$ cat src/ext_wait_consts.svh
`ifndef EXT_WAIT_CONSTS_SVH
`define EXT_WAIT_CONSTS_SVH

// register offsets on the plain register port
`define OFS_ACCESS_STATE_SELECT 8'h21
`define OFS_WAIT_UPPER_AREAS 8'h22
`define OFS_WAIT_LOWER_AREAS 8'h23

// reset values
`define RST_ACCESS_STATE_SELECT 8'hFF
`define RST_WAIT_UPPER_AREAS 8'hFF
`define RST_WAIT_LOWER_AREAS 8'hFF

// field layout: area n wait field sits at bits 2n+1:2n of {upper, lower}
`define WAIT_FIELD_W 2
`define AREA_IDX_W 3
`define UNMAPPED_READ 8'h00

`endif

$ cat src/ext_wait_pkg.sv
`default_nettype none
package ext_wait_pkg;

  typedef enum logic [2:0] {
    S_IDLE,
    S_T1,
    S_T2,
    S_TW,
    S_T3
  } seq_state_e;

  typedef struct packed {
    seq_state_e state;
    logic [1:0] wcnt;
    logic three;
    logic ext;
    logic [2:0] area;
    logic strobe;
    logic wait_st;
    logic busy;
    logic done;
  } seq_s;

  typedef struct packed {
    logic [7:0] upper;
    logic [7:0] lower;
    logic [7:0] ast;
    logic [7:0] rdata;
    logic stby_meta;
    logic stby_sync;
  } cfg_s;

endpackage
`default_nettype wire

$ cat src/bus_cycle_seq.sv
`default_nettype none
module bus_cycle_seq #(
  parameter int WAIT_W = 2
) (
  // clock and reset
  input wire logic mclk_i,
  input wire logic nrst_i,
  // access request
  input wire logic req_i,
  input wire logic [2:0] area_i,
  input wire logic ext_i,
  input wire logic three_i,
  input wire logic [1:0] wait_i,
  // cycle status
  output logic strobe_o,
  output logic [2:0] area_o,
  output logic wait_st_o,
  output logic busy_o,
  output logic done_o
);

  // the wait field and its down-counter are fixed at two bits
  if (WAIT_W != 2) begin : g_wait_w_check
    $error("bus_cycle_seq: WAIT_W must be 2");
  end

  ext_wait_pkg::seq_s st;
  ext_wait_pkg::seq_s nxt_st;

  always_comb begin
    nxt_st = st;
    nxt_st.done = 1'b0;
    case (st.state)
      ext_wait_pkg::S_IDLE: begin
        if (req_i) begin
          nxt_st.state = ext_wait_pkg::S_T1;
          nxt_st.area = area_i;
          nxt_st.ext = ext_i;
          nxt_st.three = ext_i & three_i;
          nxt_st.wcnt = (ext_i & three_i) ? wait_i : 2'h0;
          nxt_st.strobe = ext_i;
          nxt_st.busy = 1'b1;
        end
      end
      ext_wait_pkg::S_T1: nxt_st.state = ext_wait_pkg::S_T2;
      ext_wait_pkg::S_T2: begin
        if (st.three) begin
          nxt_st.state = (st.wcnt != 2'h0) ? ext_wait_pkg::S_TW : ext_wait_pkg::S_T3;
          nxt_st.wait_st = (st.wcnt != 2'h0);
        end else begin
          // two-state external and on-chip cycles end here
          nxt_st.state = ext_wait_pkg::S_IDLE;
          nxt_st.done = 1'b1;
          nxt_st.strobe = 1'b0;
          nxt_st.busy = 1'b0;
        end
      end
      ext_wait_pkg::S_TW: begin
        // strobes and area held, the count moves; wait_st drops on the last wait
        nxt_st.wcnt = st.wcnt - 2'h1;
        if (st.wcnt == 2'h1) begin
          nxt_st.state = ext_wait_pkg::S_T3;
          nxt_st.wait_st = 1'b0;
        end
      end
      ext_wait_pkg::S_T3: begin
        nxt_st.state = ext_wait_pkg::S_IDLE;
        nxt_st.done = 1'b1;
        nxt_st.strobe = 1'b0;
        nxt_st.busy = 1'b0;
      end
      default: nxt_st = '0;
    endcase
  end

  always_ff @(posedge mclk_i or negedge nrst_i) begin
    if (!nrst_i) begin
      st <= '0;
    end else begin
      st <= nxt_st;
    end
  end

  assign strobe_o = st.strobe;
  assign area_o = st.area;
  assign wait_st_o = st.wait_st;
  assign busy_o = st.busy;
  assign done_o = st.done;

  logic take;
  assign take = req_i && (st.state == ext_wait_pkg::S_IDLE);
endmodule // bus_cycle_seq
`default_nettype wire

$ cat src/ext_wait_config.sv
// Added by the designer: the placing of the registers and the strobed register port.
`include "ext_wait_consts.svh"
`default_nettype none
// Behaviour
// - Each area has a two-bit wait code giving zero to three program wait states.
// - Program waits apply only to areas selected for three-state access.
// - On-chip accesses take a fixed number of states whatever the wait codes hold.
// - Reset and hardware standby load all ones into both wait registers.
// - Software standby leaves both wait registers unchanged.
// - Upper wait register holds areas 7..4 in bit pairs 7:6 down to 1:0, msb high.
// - Lower wait register holds areas 3..0 in bit pairs 7:6 down to 1:0, msb high.
// - Both wait registers are 8 bits, fully read/write, reading back the last write.
// - An access-state bit of 0 gives two-state access, 1 gives three-state access.
module ext_wait_config (
  // clock and reset
  input wire logic mclk_i,
  input wire logic nrst_i,
  // register port
  input wire logic [7:0] addr_i,
  input wire logic [7:0] wdata_i,
  input wire logic wr_i,
  input wire logic rd_i,
  output logic [7:0] rdata_o,
  // power modes
  input wire logic hw_standby_i,
  input wire logic sw_standby_i,
  // access request
  input wire logic acc_req_i,
  input wire logic [2:0] acc_area_i,
  input wire logic acc_ext_i,
  // bus cycle status
  output logic ext_strobe_o,
  output logic [2:0] cyc_area_o,
  output logic wait_state_o,
  output logic busy_o,
  output logic done_o
);

  ext_wait_pkg::cfg_s st;
  ext_wait_pkg::cfg_s nxt_st;

  // ----------------------------------------
  // wait code selection
  // ----------------------------------------
  logic [15:0] wait_vec;
  logic [3:0] field_lsb;
  logic [1:0] area_wait;
  logic three_sel;
  logic seq_req;

  assign wait_vec = {st.upper, st.lower};
  assign field_lsb = {acc_area_i, 1'b0};
  assign area_wait = wait_vec[field_lsb +: `WAIT_FIELD_W];
  assign three_sel = st.ast[acc_area_i];
  // no new cycles while either standby is pending
  assign seq_req = acc_req_i & ~sw_standby_i & ~st.stby_sync;

  // ----------------------------------------
  // register bank
  // ----------------------------------------
  always_comb begin
    nxt_st = st;
    nxt_st.stby_meta = hw_standby_i;
    nxt_st.stby_sync = st.stby_meta;
    nxt_st.rdata = `UNMAPPED_READ;
    if (rd_i) begin
      case (addr_i)
        `OFS_ACCESS_STATE_SELECT: nxt_st.rdata = st.ast;
        `OFS_WAIT_UPPER_AREAS: nxt_st.rdata = st.upper;
        `OFS_WAIT_LOWER_AREAS: nxt_st.rdata = st.lower;
        default: nxt_st.rdata = `UNMAPPED_READ;
      endcase
    end
    if (st.stby_sync) begin
      // hardware standby forces defaults, writes are lost meanwhile
      nxt_st.upper = `RST_WAIT_UPPER_AREAS;
      nxt_st.lower = `RST_WAIT_LOWER_AREAS;
      nxt_st.ast = `RST_ACCESS_STATE_SELECT;
    end else if (wr_i) begin
      // software standby has no term here: contents kept
      case (addr_i)
        `OFS_ACCESS_STATE_SELECT: nxt_st.ast = wdata_i;
        `OFS_WAIT_UPPER_AREAS: nxt_st.upper = wdata_i;
        `OFS_WAIT_LOWER_AREAS: nxt_st.lower = wdata_i;
        default: nxt_st.ast = st.ast;
      endcase
    end
  end

  always_ff @(posedge mclk_i or negedge nrst_i) begin
    if (!nrst_i) begin
      st.upper <= `RST_WAIT_UPPER_AREAS;
      st.lower <= `RST_WAIT_LOWER_AREAS;
      st.ast <= `RST_ACCESS_STATE_SELECT;
      st.rdata <= `UNMAPPED_READ;
      st.stby_meta <= 1'b0;
      st.stby_sync <= 1'b0;
    end else begin
      st <= nxt_st;
    end
  end

  assign rdata_o = st.rdata;

  // ----------------------------------------
  // bus cycle sequencer
  // ----------------------------------------
  bus_cycle_seq #(
    .WAIT_W(`WAIT_FIELD_W)
  ) u_seq (
    .mclk_i(mclk_i),
    .nrst_i(nrst_i),
    .req_i(seq_req),
    .area_i(acc_area_i),
    .ext_i(acc_ext_i),
    .three_i(three_sel),
    .wait_i(area_wait),
    .strobe_o(ext_strobe_o),
    .area_o(cyc_area_o),
    .wait_st_o(wait_state_o),
    .busy_o(busy_o),
    .done_o(done_o)
  );
endmodule // ext_wait_config
`default_nettype wire

$ cat config.mk
export PLATFORM = sky130hd
export DESIGN_NAME = ext_wait_config
export DESIGN_NICKNAME = d
export VERILOG_FILES = /design/src/ext_wait_pkg.sv /design/src/bus_cycle_seq.sv /design/src/ext_wait_config.sv
export VERILOG_INCLUDE_DIRS = /design/src
export SDC_FILE = /design/constraint.sdc
export NUM_CORES = 1
export LEC_CHECK = 0
export BUFFER_PORTS_ARGS = -buffer_cell sky130_fd_sc_hd__buf_4
export CORE_MARGIN = 3
export CORE_UTILIZATION = 30
export CTS_CLUSTER_SIZE = 12
export DETAILED_ROUTE_END_ITERATION = 6
export HOLD_SLACK_MARGIN = 0.1
export SYNTH_ARGS = -nofsm -noshare
export SYNTH_HDL_FRONTEND = slang
export SYNTH_SLANG_ARGS = --single-unit
$ cat constraint.sdc
create_clock -name mclk_i -period 2.7 [get_ports mclk_i]
set_input_delay 0.135 -clock mclk_i [delete_from_list [all_inputs] [get_ports mclk_i]]
set_output_delay 0.135 -clock mclk_i [all_outputs]
set_load 0.02 [all_outputs]
Word level (Yosys, flattened, before mapping) --
Index checks and enable logic that the tools add are counted.
Cells by class: add/sub/neg operators 1, order comparisons 1, equality and inequality tests 12, shifts and indexed selects 1, multiplexer cells 26, bitwise gates (word level) 9, reduce and logical (&&, ||, !) cells 18
Operator list (count):
- 24-bit two-way mux | 2
- 8-bit two-way mux | 4
- 8-bit by 6-bit == test with 1-bit output, second input constant | 3
- 8-bit case mux with 3 select lines | 1
- 16-bit by 5-bit indexed part select with 2-bit output | 1
- 3-bit case mux with 4 select lines | 1
- 2-bit AND reduction | 6
- 11-bit two-way mux | 1
- 5-bit case mux with 2 select lines | 1
- 2-bit nonzero test | 5
- 3-bit two-way mux | 3
- 1-bit case mux with 3 select lines | 3
- 3-bit by 2-bit == test with 1-bit output, second input constant | 2
- 1-bit inverter | 6
- 2-bit case mux with 3 select lines | 1
- 3-bit AND reduction | 2
- 3-bit OR reduction | 2
- 1-bit two-way mux | 5
- 3-bit by 4-bit less-than comparator with 1-bit output, second input constant | 1
- 2-bit two-way mux | 2
- 2-bit by 1-bit != test with 1-bit output, second input constant | 2
- 2-bit != test, second input constant | 2
- 4-bit OR reduction | 1
- 1-bit bitwise AND | 3
- 8 further kinds | 8
Word-level totals: bits in registers 47, bits of input ports 27, output and inout bits 15

Longest topological paths before layout --
Gate-level depths: netlist (run 1).
depth after elaboration 6, gate-level depth with buffers 6

Modules after synthesis --
From an unflattened synthesis (run 1), not the netlist that was laid out.
Second synthesis, totals: cells, all modules 233, area, all modules 2573.7 um2
Modules (own cells, without submodules):
- ext_wait_config | instances 1, cells an instance 149, area each 1789.2 um2, sequential area each 880.8 um2
- bus_cycle_seq | instances 1, cells an instance 84, area each 784.5 um2, sequential area each 325.3 um2

Worst setup path after synthesis (run 1) --
OpenSTA, ideal clock, no wires.
path kind register -> register, start register st[0] in the netlist's numbering, end register u_seq.st[8] in the netlist's numbering, setup time 120 ps, arrival time 1532 ps, required time 2580 ps, slack 1048 ps, stages on the path, launching flop included 5, period minus slack after synthesis 1652 ps, path through dfrtp_1 > buf_2 > or3b_2 > or3_1 > a31o_2
Between the ends: word-level cells in the longest chain between the ends 4
Ends and longest elaborated chain:
- start, declared | RTL line ext_wait_config.sv:39 | ext_wait_pkg::cfg_s st;
- start signal, assigned | RTL line ext_wait_config.sv:99 | st <= nxt_st;
- 1-bit inverter | RTL line ext_wait_config.sv:56 | assign seq_req = acc_req_i & ~sw_standby_i & ~st.stby_sync;
- 1-bit bitwise AND | RTL line ext_wait_config.sv:56
- 2-bit != test (no line)
- 2-bit AND reduction (no line)
- end signal, assigned | RTL line bus_cycle_seq.sv:80 | st <= nxt_st;
- end, declared | RTL line bus_cycle_seq.sv:27 | ext_wait_pkg::seq_s st;
No other way between the ends. A chain may end at the register's enable or synchronous reset.

Final worst setup path (run 1) --
start register u_seq.st[11] in the netlist's numbering, end register u_seq.st[9] in the netlist's numbering
Between the ends: word-level cells in the longest chain between the ends 4
Ends and longest elaborated chain:
- branches (longest 4 deep; another with 3-bit == test)
Several ways; the timed one is not identified.

==> flow_summary.yaml, run 1 <==
sta:
  slew_violations: 0
  max_freq_mhz: 532
  hold_viol_final: 0
  finalSetupViolCount: 0
  min_period_ps: 1880
  min_period_over_period_pct: 69.6
  slew_headroom_pct: 57.8
  grt_setup_unrepaired: "false"
  clock_skew_ps: 6.84
  setup_tns_ps: 0
  tightest_slew_ps: 631
global_route:
  grt_usage_pct: 13.0
  grt_antenna_before_repair: 0
  grt_pass1_wl_um: 10200
  grt_max_degree: 48
  overflow: 0
  grt_pass1_vias: 1991
finish:
  synthToLayoutAreaGrowth_pct: 16.0
  drive_gt1_share_pct: 34.2
  layout.nets: 306
  fillerInstances: 846
  antennaDiodeCount: 0
  final_util_pct: 36.3
worst_setup_path:
  cp.arrival_ps: 2130
  crit_chain: "nor2_1, nand4b_1, nor4_1, a221o_1"
  critPathTopFamily: "simple AND/OR/NAND/NOR gates"
  r2r-start: "u_seq.st[11]"
  crit_path_max_incr_delay_ps: 580
  critPathSlowestCell: "dfrtp_1"
  worstSetupPathType: "register to register"
  crit_start: "u_seq.st[11]"
  cp.required_ps: 2950
  cp-start-kind: "register"
  endpoint_kind: "register"
  crit_buf_inv: 0
  cp_max_fo: 18
die:
  die_h_um: 99.1
  coreArea_um2: 8300
  io_pins: 42
  rows: 33
  die_area_um2: 9810
  fp.dieW_um: 99.1
  initial_utilization_pct: 31.3
yosys:
  synthFlopType: "dfstp_2"
  synth_warnings: 0
  syn-instance-count: 253
  syn-cell-area_um2: 2600
  synth_edf_count: 0
  ys_ff_latch: 47
  async_flop_share_pct: 100
  yosysSeqAreaShare_pct: 46.4
  synthesis.nets: 282
  syn_avg_cell_area_um2: 10.3
  synth.distinct_cells: 45
cts:
  ctsLongestPathBuffers: 2
  cts_max_level: 2
  clock_tree.root_cell: "clkbuf_8"
  cts_made_buffers: 5
  cts_tree: "built"
  clock_latency_ps: 310
  clock_sinks: 47
  clkTransAtPathRegs_ps: 90
power_and_ir_drop:
  p_leak_nw: 1.23
  power_frac_comb_pct: 29.0
  powerDensity_nw_per_um2: 647
  seqPwrFrac_pct: 46.3
  vdd_drop_max_mv: 0.207
  intPower_mw: 1.28
  clkPwrFrac_pct: 24.7
  swShare_pct: 34.3
  fin_total_pwr_mw: 1.95
  power_switching_uw: 670
drt:
  vias: 1957
  drt_iter0_drc: 95
  firstDrtPassIters: 5
  vias_per_cell: 5.11
  wl_um: 6120
  postRouteAntennaNets: 0
  wl_per_cell_um: 16.0
  post-route-drc-count: 0
placed_design:
  dpl.hpwl_um: 4420
  gp_congestion: 0.854
  io_buffer_count: 41
status:
  outcome: "finished, final reports clean"
flow_run:
  cap_viol_max_count: 0
worst_hold_path:
  min_from: "wdata_i[0]"
  min_path_type: "primary input to register"
[final cells by class]
cell class | count | area, um2 | share of cell area (%)
sequential | 47 | 1210 | 40.0
multi-input combinational | 165 | 1180 | 39.1
timing repair buffer | 46 | 350 | 11.6
tap | 105 | 131 | 4.36
clock buffer | 7 | 96.3 | 3.20
inverter | 12 | 45.0 | 1.49
clock inverter | 1 | 7.51 | 0.249
[state kept, by name (all words and copies together), names as in the netlist, 3 cells and up]
name,cells
st,25
u_seq.area_o,3
u_seq.st,6
rdata_o,8
[cell usage after synthesis (2+ instances only)]
cell type / instances / area (um2)
a211o_1: 8 / 70.1
dfstp_2: 24 / 631
clkbuf_1: 10 / 37.5
nor2b_1: 7 / 43.8
a22oi_1: 8 / 60.1
o21a_1: 2 / 15.0
a21oi_1: 17 / 85.1
nand2b_1: 2 / 12.5
a221o_1: 2 / 20.0
inv_1: 12 / 45.0
or3_1: 2 / 12.5
a211oi_1: 9 / 67.6
buf_2: 6 / 30.0
o21ai_0: 8 / 40.0
nor2_1: 40 / 150
mux2_2: 13 / 146
mux4_1: 4 / 105
nand2_1: 8 / 30.0
and3_1: 2 / 12.5
dfrtp_1: 23 / 576
mux2i_1: 10 / 100
buf_4: 12 / 90.1
ha_1: 2 / 25.0
[power groups by stage]
stage | Clock, mW | Combinational [mW] | Sequential [mW]
6_report | 0.481 | 0.566 | 0.903
5_1_grt | 0.521 | 0.635 | 0.920
4_1_cts | 0.499 | 0.573 | 0.904
3_5_place_dp | 0 | 0.568 | 0.917
3_3_place_gp | 0 | 0.555 | 0.910
2_1_floorplan | 0 | 0.419 | 0.881
[cell usage in the layout, fill, tap and decap left out, drive strengths merged, types with 2 or more instances in the layout]
master,synthesis,routed
and3,3,3
o21a,2,2
buf,19,44
inv,12,12
a221o,2,2
a211oi,9,9
nand2b,2,2
a211o,8,8
mux2i,10,10
nor2b,7,7
nor3b,2,2
mux2,13,13
nor2,40,40
ha,2,2
o21ai,8,8
a22oi,8,8
a21oi,17,17
clkbuf,10,7
nand2,8,8
dlygate4sd3,0,2
mux4,4,4
dfrtp,23,23
or3,2,2
dfstp,24,24
[what timing repair did]
item / 4_1_cts / 5_1_grt
gates resized for setup: 0 / 0
endpoints found under the setup margin: 0 / 0
hold endpoints to repair: 24 / 0
hold buffers: 2 / 0
buffers inserted: 0 / 0
[final timing paths]
path | to | slack (ps) | depth (start not counted)
setup / recovery | u_seq.st[9] | 820 | 4
hold / removal | st[10] | 110 | 3
setup reg to reg | u_seq.st[9] | 820 | 4
hold reg to reg | st[0] | 370 | 0
max in group asynchronous | rdata_o[4] | 1920 | 2
min in group asynchronous | u_seq.wait_st_o | 380 | 2
[metrics by stage]
stage	setup WS (ps)	std cells	cell area, um2	hold slack [ps]
after floorplan	1050	253	2600	-161
after CTS	841	383	3020	105
final	822	383	3020	114
after detailed placement	671	373	2890	179
after global placement	754	373	2890	177
after global routing	682	383	3020	126
[metal layers]
metal / wire (um) / up-vias / global-route usage, %
met3: 277 / 6 / 3.47
met1: 2820 / 972 / 17.5
met2: 2950 / 44 / 20.9
met5: 0 / - / 0
met4: 71 / 0 / 3.26
li1: - / 935 / -
[cells by family after synthesis]
kind of cell	count (synthesis)	share of synthesized area (%)
and+or+nand+nor	74	14.5
AOI/OAI and AO/OA	61	16.0
DFF	47	46.4
buffers and inverters	41	8.23
muxes	27	13.5
adders and majority gates	2	0.963
xor gates and xnor gates	1	0.337
[worst min-delay path: cells and delay by family]
family | cells | cell delay, ps
buffers and inverters | 1 | 80
muxes | 1 | 120
and+or+nand+nor | 1 | 40
Note: power is estimated with default switching activity, not from simulation.
==> run 2: changes to the inputs <==
==> constraint.sdc (replaced) <==
create_clock -name mclk_i -period 1.8 [get_ports mclk_i]
set_input_delay 0.09 -clock mclk_i [delete_from_list [all_inputs] [get_ports mclk_i]]
set_output_delay 0.09 -clock mclk_i [all_outputs]
set_load 0.02 [all_outputs]
==> run 2 against run 1 <==
Net effect:
- global-route usage increased by 0.088 points
- core utilization grew 1.5 points
- final area grew 4.2%
- die area unchanged
- clock-buffer cell count rose by 1
- cell count up 3.9%
- sequential power up 43%
- hold slack got worse by 11 ps
- fmax is 13% higher
- combinational power rose by 75%
- highest routed layer unchanged
- clock power grew 47%
==> flow_summary.yaml, run 2 (synthesis results as in run 1) <==
status:
  outcome: "finished, final reports clean"
die:
  die_h_um: 99.1
  die_area_um2: 9810
  fp.dieW_um: 99.1
  initial_utilization_pct: 31.3
  io_pins: 42
  rows: 33
  coreArea_um2: 8300
drt:
  postRouteAntennaNets: 0
  firstDrtPassIters: 4
  wl_um: 6250
  post-route-drc-count: 0
  drt_iter0_drc: 134
  vias: 1987
  wl_per_cell_um: 15.7
  vias_per_cell: 4.99
sta:
  clock_skew_ps: 9.79
  min_period_over_period_pct: 92.1
  setup_tns_ps: 0
  slew_headroom_pct: 58.4
  finalSetupViolCount: 0
  max_freq_mhz: 603
  min_period_ps: 1660
  tightest_slew_ps: 624
  slew_violations: 0
  hold_viol_final: 0
  grt_setup_unrepaired: "false"
cts:
  clock_latency_ps: 300
  clock_sinks: 47
  cts_max_level: 2
  cts_resized: 0
  cts_tree: "built"
  ctsLongestPathBuffers: 2
  clkTransAtPathRegs_ps: 90
  cts_made_buffers: 5
  clock_tree.root_cell: "clkbuf_8"
finish:
  final_common_cell: "buf_4"
  final_cell_mix: "buf_4 (52), nor2_1 (40), dfstp_2 (24)"
  synthToLayoutAreaGrowth_pct: 20.9
  max_flop_register: "st"
  fillerInstances: 828
  largest_reg_flops: 25
  layout.nets: 321
  drive_gt1_share_pct: 34.8
  post-route-cell-area_um2: 3140
  register_area_um2: 1210
  antennaDiodeCount: 0
  multi_input_area_um2: 1180
power_and_ir_drop:
  power_frac_comb_pct: 33.1
  seqPwrFrac_pct: 43.2
  swShare_pct: 33.6
  powerDensity_nw_per_um2: 951
  power_switching_mw: 1.00
  intPower_mw: 1.98
  clkPwrFrac_pct: 23.7
  fin_total_pwr_mw: 2.99
  p_leak_nw: 1.30
  vdd_drop_max_mv: 0.358
global_route:
  grt_antenna_before_repair: 0
  grt_pass1_wl_um: 10300
  grtUsageMet3_pct: 2.34
  grt_usage_pct: 13.1
  grt_max_degree: 48
  grt_pass1_vias: 2038
  grtUsageMet2_pct: 22.3
  top_usage_layer: "met2"
  use_met1_pct: 17.4
  overflow: 0
worst_hold_path:
  min_path_type: "primary input to register"
  min_from: "wdata_i[3]"
worst_setup_path:
  worst-r2r-cell-count: 3
  reg2reg_to: "u_seq.st[10]"
  worstSetupPathType: "register to register"
  cp_max_fo: 5
  cp-start-kind: "register"
  cp.arrival_ps: 1840
  crit_start: "st[0]"
  endpoint_kind: "register"
  cp.required_ps: 1980
  crit_end: "u_seq.st[10]"
  r2r-start: "st[0]"
  r2r_slack_ps: 140
placed_design:
  place_area_um2: 2950
  io_buffer_count: 41
  gp_congestion: 0.756
  dpl.hpwl_um: 4470
flow_run:
  cap_viol_max_count: 0
run 2: layout make-up:
cell class	instances	area share (%)
well taps	105	4.18
repair buffers	61	15.3
multi-input cells	165	37.5
flip-flops and latches	47	38.4
inverters	12	1.43
clock buffers	8	3.19
run 2: power by group through the flow:
| stage | combinational, mW | clock, mW | sequential (mW) |
|---|---|---|---|
| final | 0.989 | 0.707 | 1.29 |
| after global routing | 1.10 | 0.769 | 1.31 |
| after CTS | 0.997 | 0.729 | 1.29 |
| after detailed placement | 0.978 | 0 | 1.31 |
| after global placement | 0.967 | 0 | 1.31 |
| after floorplan | 0.628 | 0 | 1.32 |
run 2: repair_timing:
| item | in CTS | in global routing |
|---|---|---|
| hold buffers | 9 | 0 |
| endpoints found under the setup margin | 0 | 0 |
| endpoints found under the hold margin | 33 | 0 |
| setup buffers | 0 | 0 |
run 2: worst min path at each step:
stage / to / slack [ps] / cells after the start
2_1_floorplan: nxt_st[0] / -210 / 0
5_1_grt: st[21] / 110 / 3
6_report: st[21] / 100 / 3
4_1_cts: st[21] / 110 / 3
3_3_place_gp: u_seq.done_o / 140 / 1
3_5_place_dp: u_seq.wait_st_o / 150 / 1
run 2: metrics by stage:
stage          utilization, %  std cells  hold WS (ps)  setup slack, ps
5_1_grt                  37.9        398           109             46.2
4_1_cts                  37.9        398           107              138
2_1_floorplan               -        253          -206              148
3_3_place_gp             35.6        381           135              109
3_5_place_dp             35.6        381           147              158
6_report                 37.9        398           103              142
run 2: worst max-delay path, stage by stage, from the launching register on:
cell and delay [ps]:
dfrtp_1 420, or3b_2 510, o21a_1 240, a221o_1 360
run 2: layer usage:
layer  wire (um)  vias to the layer above
met3         224                        7
met1        2820                      979
li1            -                      966
met5           0                        -
met4          42                        0
met2        3170                       35
==> run 3: changes to the inputs <==
--- a/config.mk
+++ b/config.mk
@@ -9,9 +9,11 @@
 export BUFFER_PORTS_ARGS = -buffer_cell sky130_fd_sc_hd__buf_4
 export CORE_MARGIN = 3
 export CORE_UTILIZATION = 30
+export CTS_BUF_LIST = sky130_fd_sc_hd__clkbuf_4
 export CTS_CLUSTER_SIZE = 12
 export DETAILED_ROUTE_END_ITERATION = 6
 export HOLD_SLACK_MARGIN = 0.1
+export MAX_ROUTING_LAYER = met4
 export SYNTH_ARGS = -nofsm -noshare
 export SYNTH_HDL_FRONTEND = slang
 export SYNTH_SLANG_ARGS = --single-unit
==> run 3 against run 2 <==
Net effect:
- cell count rose by 1.0%
- core utilization decreased by 0.090 points
- flip-flop and latch count did not move
- hold slack improved by 63 ps
- sequential power about the same
- non-clock buffer count rose by 4
- clock skew is 11 ps higher
- global-route usage grew 0.59 points
- critical path depth unchanged
- wire length grew 1.7%
- first-iteration DRC count down 9.0%
- critical path type unchanged
- highest routed layer unchanged
==> flow_summary.yaml, run 3 (synthesis results as in run 1) <==
status:
  outcome: "finished, final reports clean"
power_and_ir_drop:
  p_leak_nw: 1.29
  seqPwrFrac_pct: 46.1
  intPower_mw: 1.80
  powerDensity_nw_per_um2: 895
  vdd_drop_max_mv: 0.351
  fin_total_pwr_mw: 2.80
  swShare_pct: 35.9
  power_switching_mw: 1.01
  clkPwrFrac_pct: 18.3
  power_frac_comb_pct: 35.6
cts:
  cts_max_level: 2
  clock_sinks: 47
  clock_tree.root_cell: "clkbuf_4"
  clock_latency_ps: 380
  ctsLongestPathBuffers: 2
  cts_tree: "built"
  cts_made_buffers: 5
  clkTransAtPathRegs_ps: 150
finish:
  stdcell_count: 402
  antennaDiodeCount: 0
  multi_input_area_um2: 1180
  drive_gt1_share_pct: 34.0
  largest_reg_flops: 25
  max_flop_register: "st"
  fillerInstances: 832
  layout.nets: 325
  register_area_um2: 1210
  final_cell_mix: "buf_4 (52), nor2_1 (40), dfstp_2 (24)"
  synthToLayoutAreaGrowth_pct: 20.6
  final_common_cell: "buf_4"
worst_setup_path:
  cp_max_fo: 5
  critPathSlowestCell: "or3b_2"
  cp-start-kind: "register"
  cp.required_ps: 2060
  crit_path_max_incr_delay_ps: 510
  crit_chain: "or3b_2, o21a_1, a221o_1"
  cp.arrival_ps: 1940
  worstSetupPathType: "register to register"
  endpoint_kind: "register"
global_route:
  grt_antenna_before_repair: 0
  grt_pass1_wl_um: 10400
  grt_pass1_vias: 2058
  grt_usage_pct: 13.7
  grt_max_degree: 48
  overflow: 0
sta:
  tightest_slew_ps: 627
  hold_viol_final: 0
  setup_tns_ps: 0
  min_period_over_period_pct: 93.5
  min_period_ps: 1680
  clock_skew_ps: 20.9
  slew_headroom_pct: 58.2
  max_freq_mhz: 594
  grt_setup_unrepaired: "false"
  layout_setup_ws_ps: 118
  finalSetupViolCount: 0
  slew_violations: 0
die:
  coreArea_um2: 8300
  rows: 33
  io_pins: 42
  initial_utilization_pct: 31.3
  die_area_um2: 9810
  fp.dieW_um: 99.1
  die_h_um: 99.1
flow_run:
  cap_viol_max_count: 0
drt:
  vias: 1992
  post-route-drc-count: 0
  postRouteAntennaNets: 0
  wl_um: 6360
  vias_per_cell: 4.96
  drt_iter0_drc: 122
  wl_per_cell_um: 15.8
  firstDrtPassIters: 5
placed_design:
  gp_congestion: 0.765
  io_buffer_count: 41
  post-place-ws_ps: 158
  placed_cells: 381
  dpl.hpwl_um: 4470
worst_hold_path:
  min_path_type: "primary input to register"
-- run 3: changes by cell type in the layout (fill, tap and decap cells not counted), sizes merged --
cell | before | now
clkbuf | 8 | 6
clkinv | 0 | 2
dlygate4sd3 | 9 | 13
-- run 3: final timing paths --
check	from	slack, ps	cells past startpoint	end
min in group asynchronous	nrst_i	240	2	u_seq.wait_st_o
min	sw_standby_i	170	5	u_seq.strobe_o
max reg2reg	st[0]	120	3	u_seq.st[10]
max in group asynchronous	nrst_i	1110	2	rdata_o[1]
min reg2reg	nxt_st[0]	400	0	st[0]
max	st[0]	120	3	u_seq.st[10]
-- run 3: power by group through the flow --
stage | Clock, mW | Combinational [mW] | Sequential [mW]
2_1_floorplan | 0 | 0.628 | 1.32
3_3_place_gp | 0 | 0.967 | 1.31
3_5_place_dp | 0 | 0.978 | 1.31
4_1_cts | 0.527 | 1.00 | 1.29
5_1_grt | 0.581 | 1.11 | 1.31
6_report | 0.513 | 0.999 | 1.29
-- run 3: critical path: cells and delay by family, from the launching register on --
family / cells / cell delay, ps
AOI/OAI and AO/OA: 2 / 610
DFF: 1 / 440
and+or+nand+nor: 1 / 510
-- run 3: routing by layer --
layer | wire length [um] | global-route usage (%)
met5 | 0 | -
met2 | 3170 | 22.5
met4 | 25 | 1.89
met3 | 246 | 3.75
met1 | 2910 | 17.3
-- run 3: area by class of cell --
class / count / area share, %
multi-input cells: 165 / 37.6
inverters: 12 / 1.44
well taps: 105 / 4.19
clock buffers: 6 / 1.44
flip-flops and latches: 47 / 38.5
repair buffers: 65 / 16.6
clock inverters: 2 / 0.240
-- run 3: per-stage QoR --
step | hold WS, ps | area, um2 | utilization [%]
after floorplan | -206 | 2600 | -
after global placement | 135 | 2950 | 35.6
after detailed placement | 147 | 2950 | 35.6
after CTS | 159 | 3130 | 37.8
after global routing | 161 | 3130 | 37.8
final | 166 | 3130 | 37.8
-- run 3: what timing repair did --
item	CTS	global route
setup buffers	0	0
hold buffers	13	0
resized for setup	0	0
hold endpoints to repair	57	0
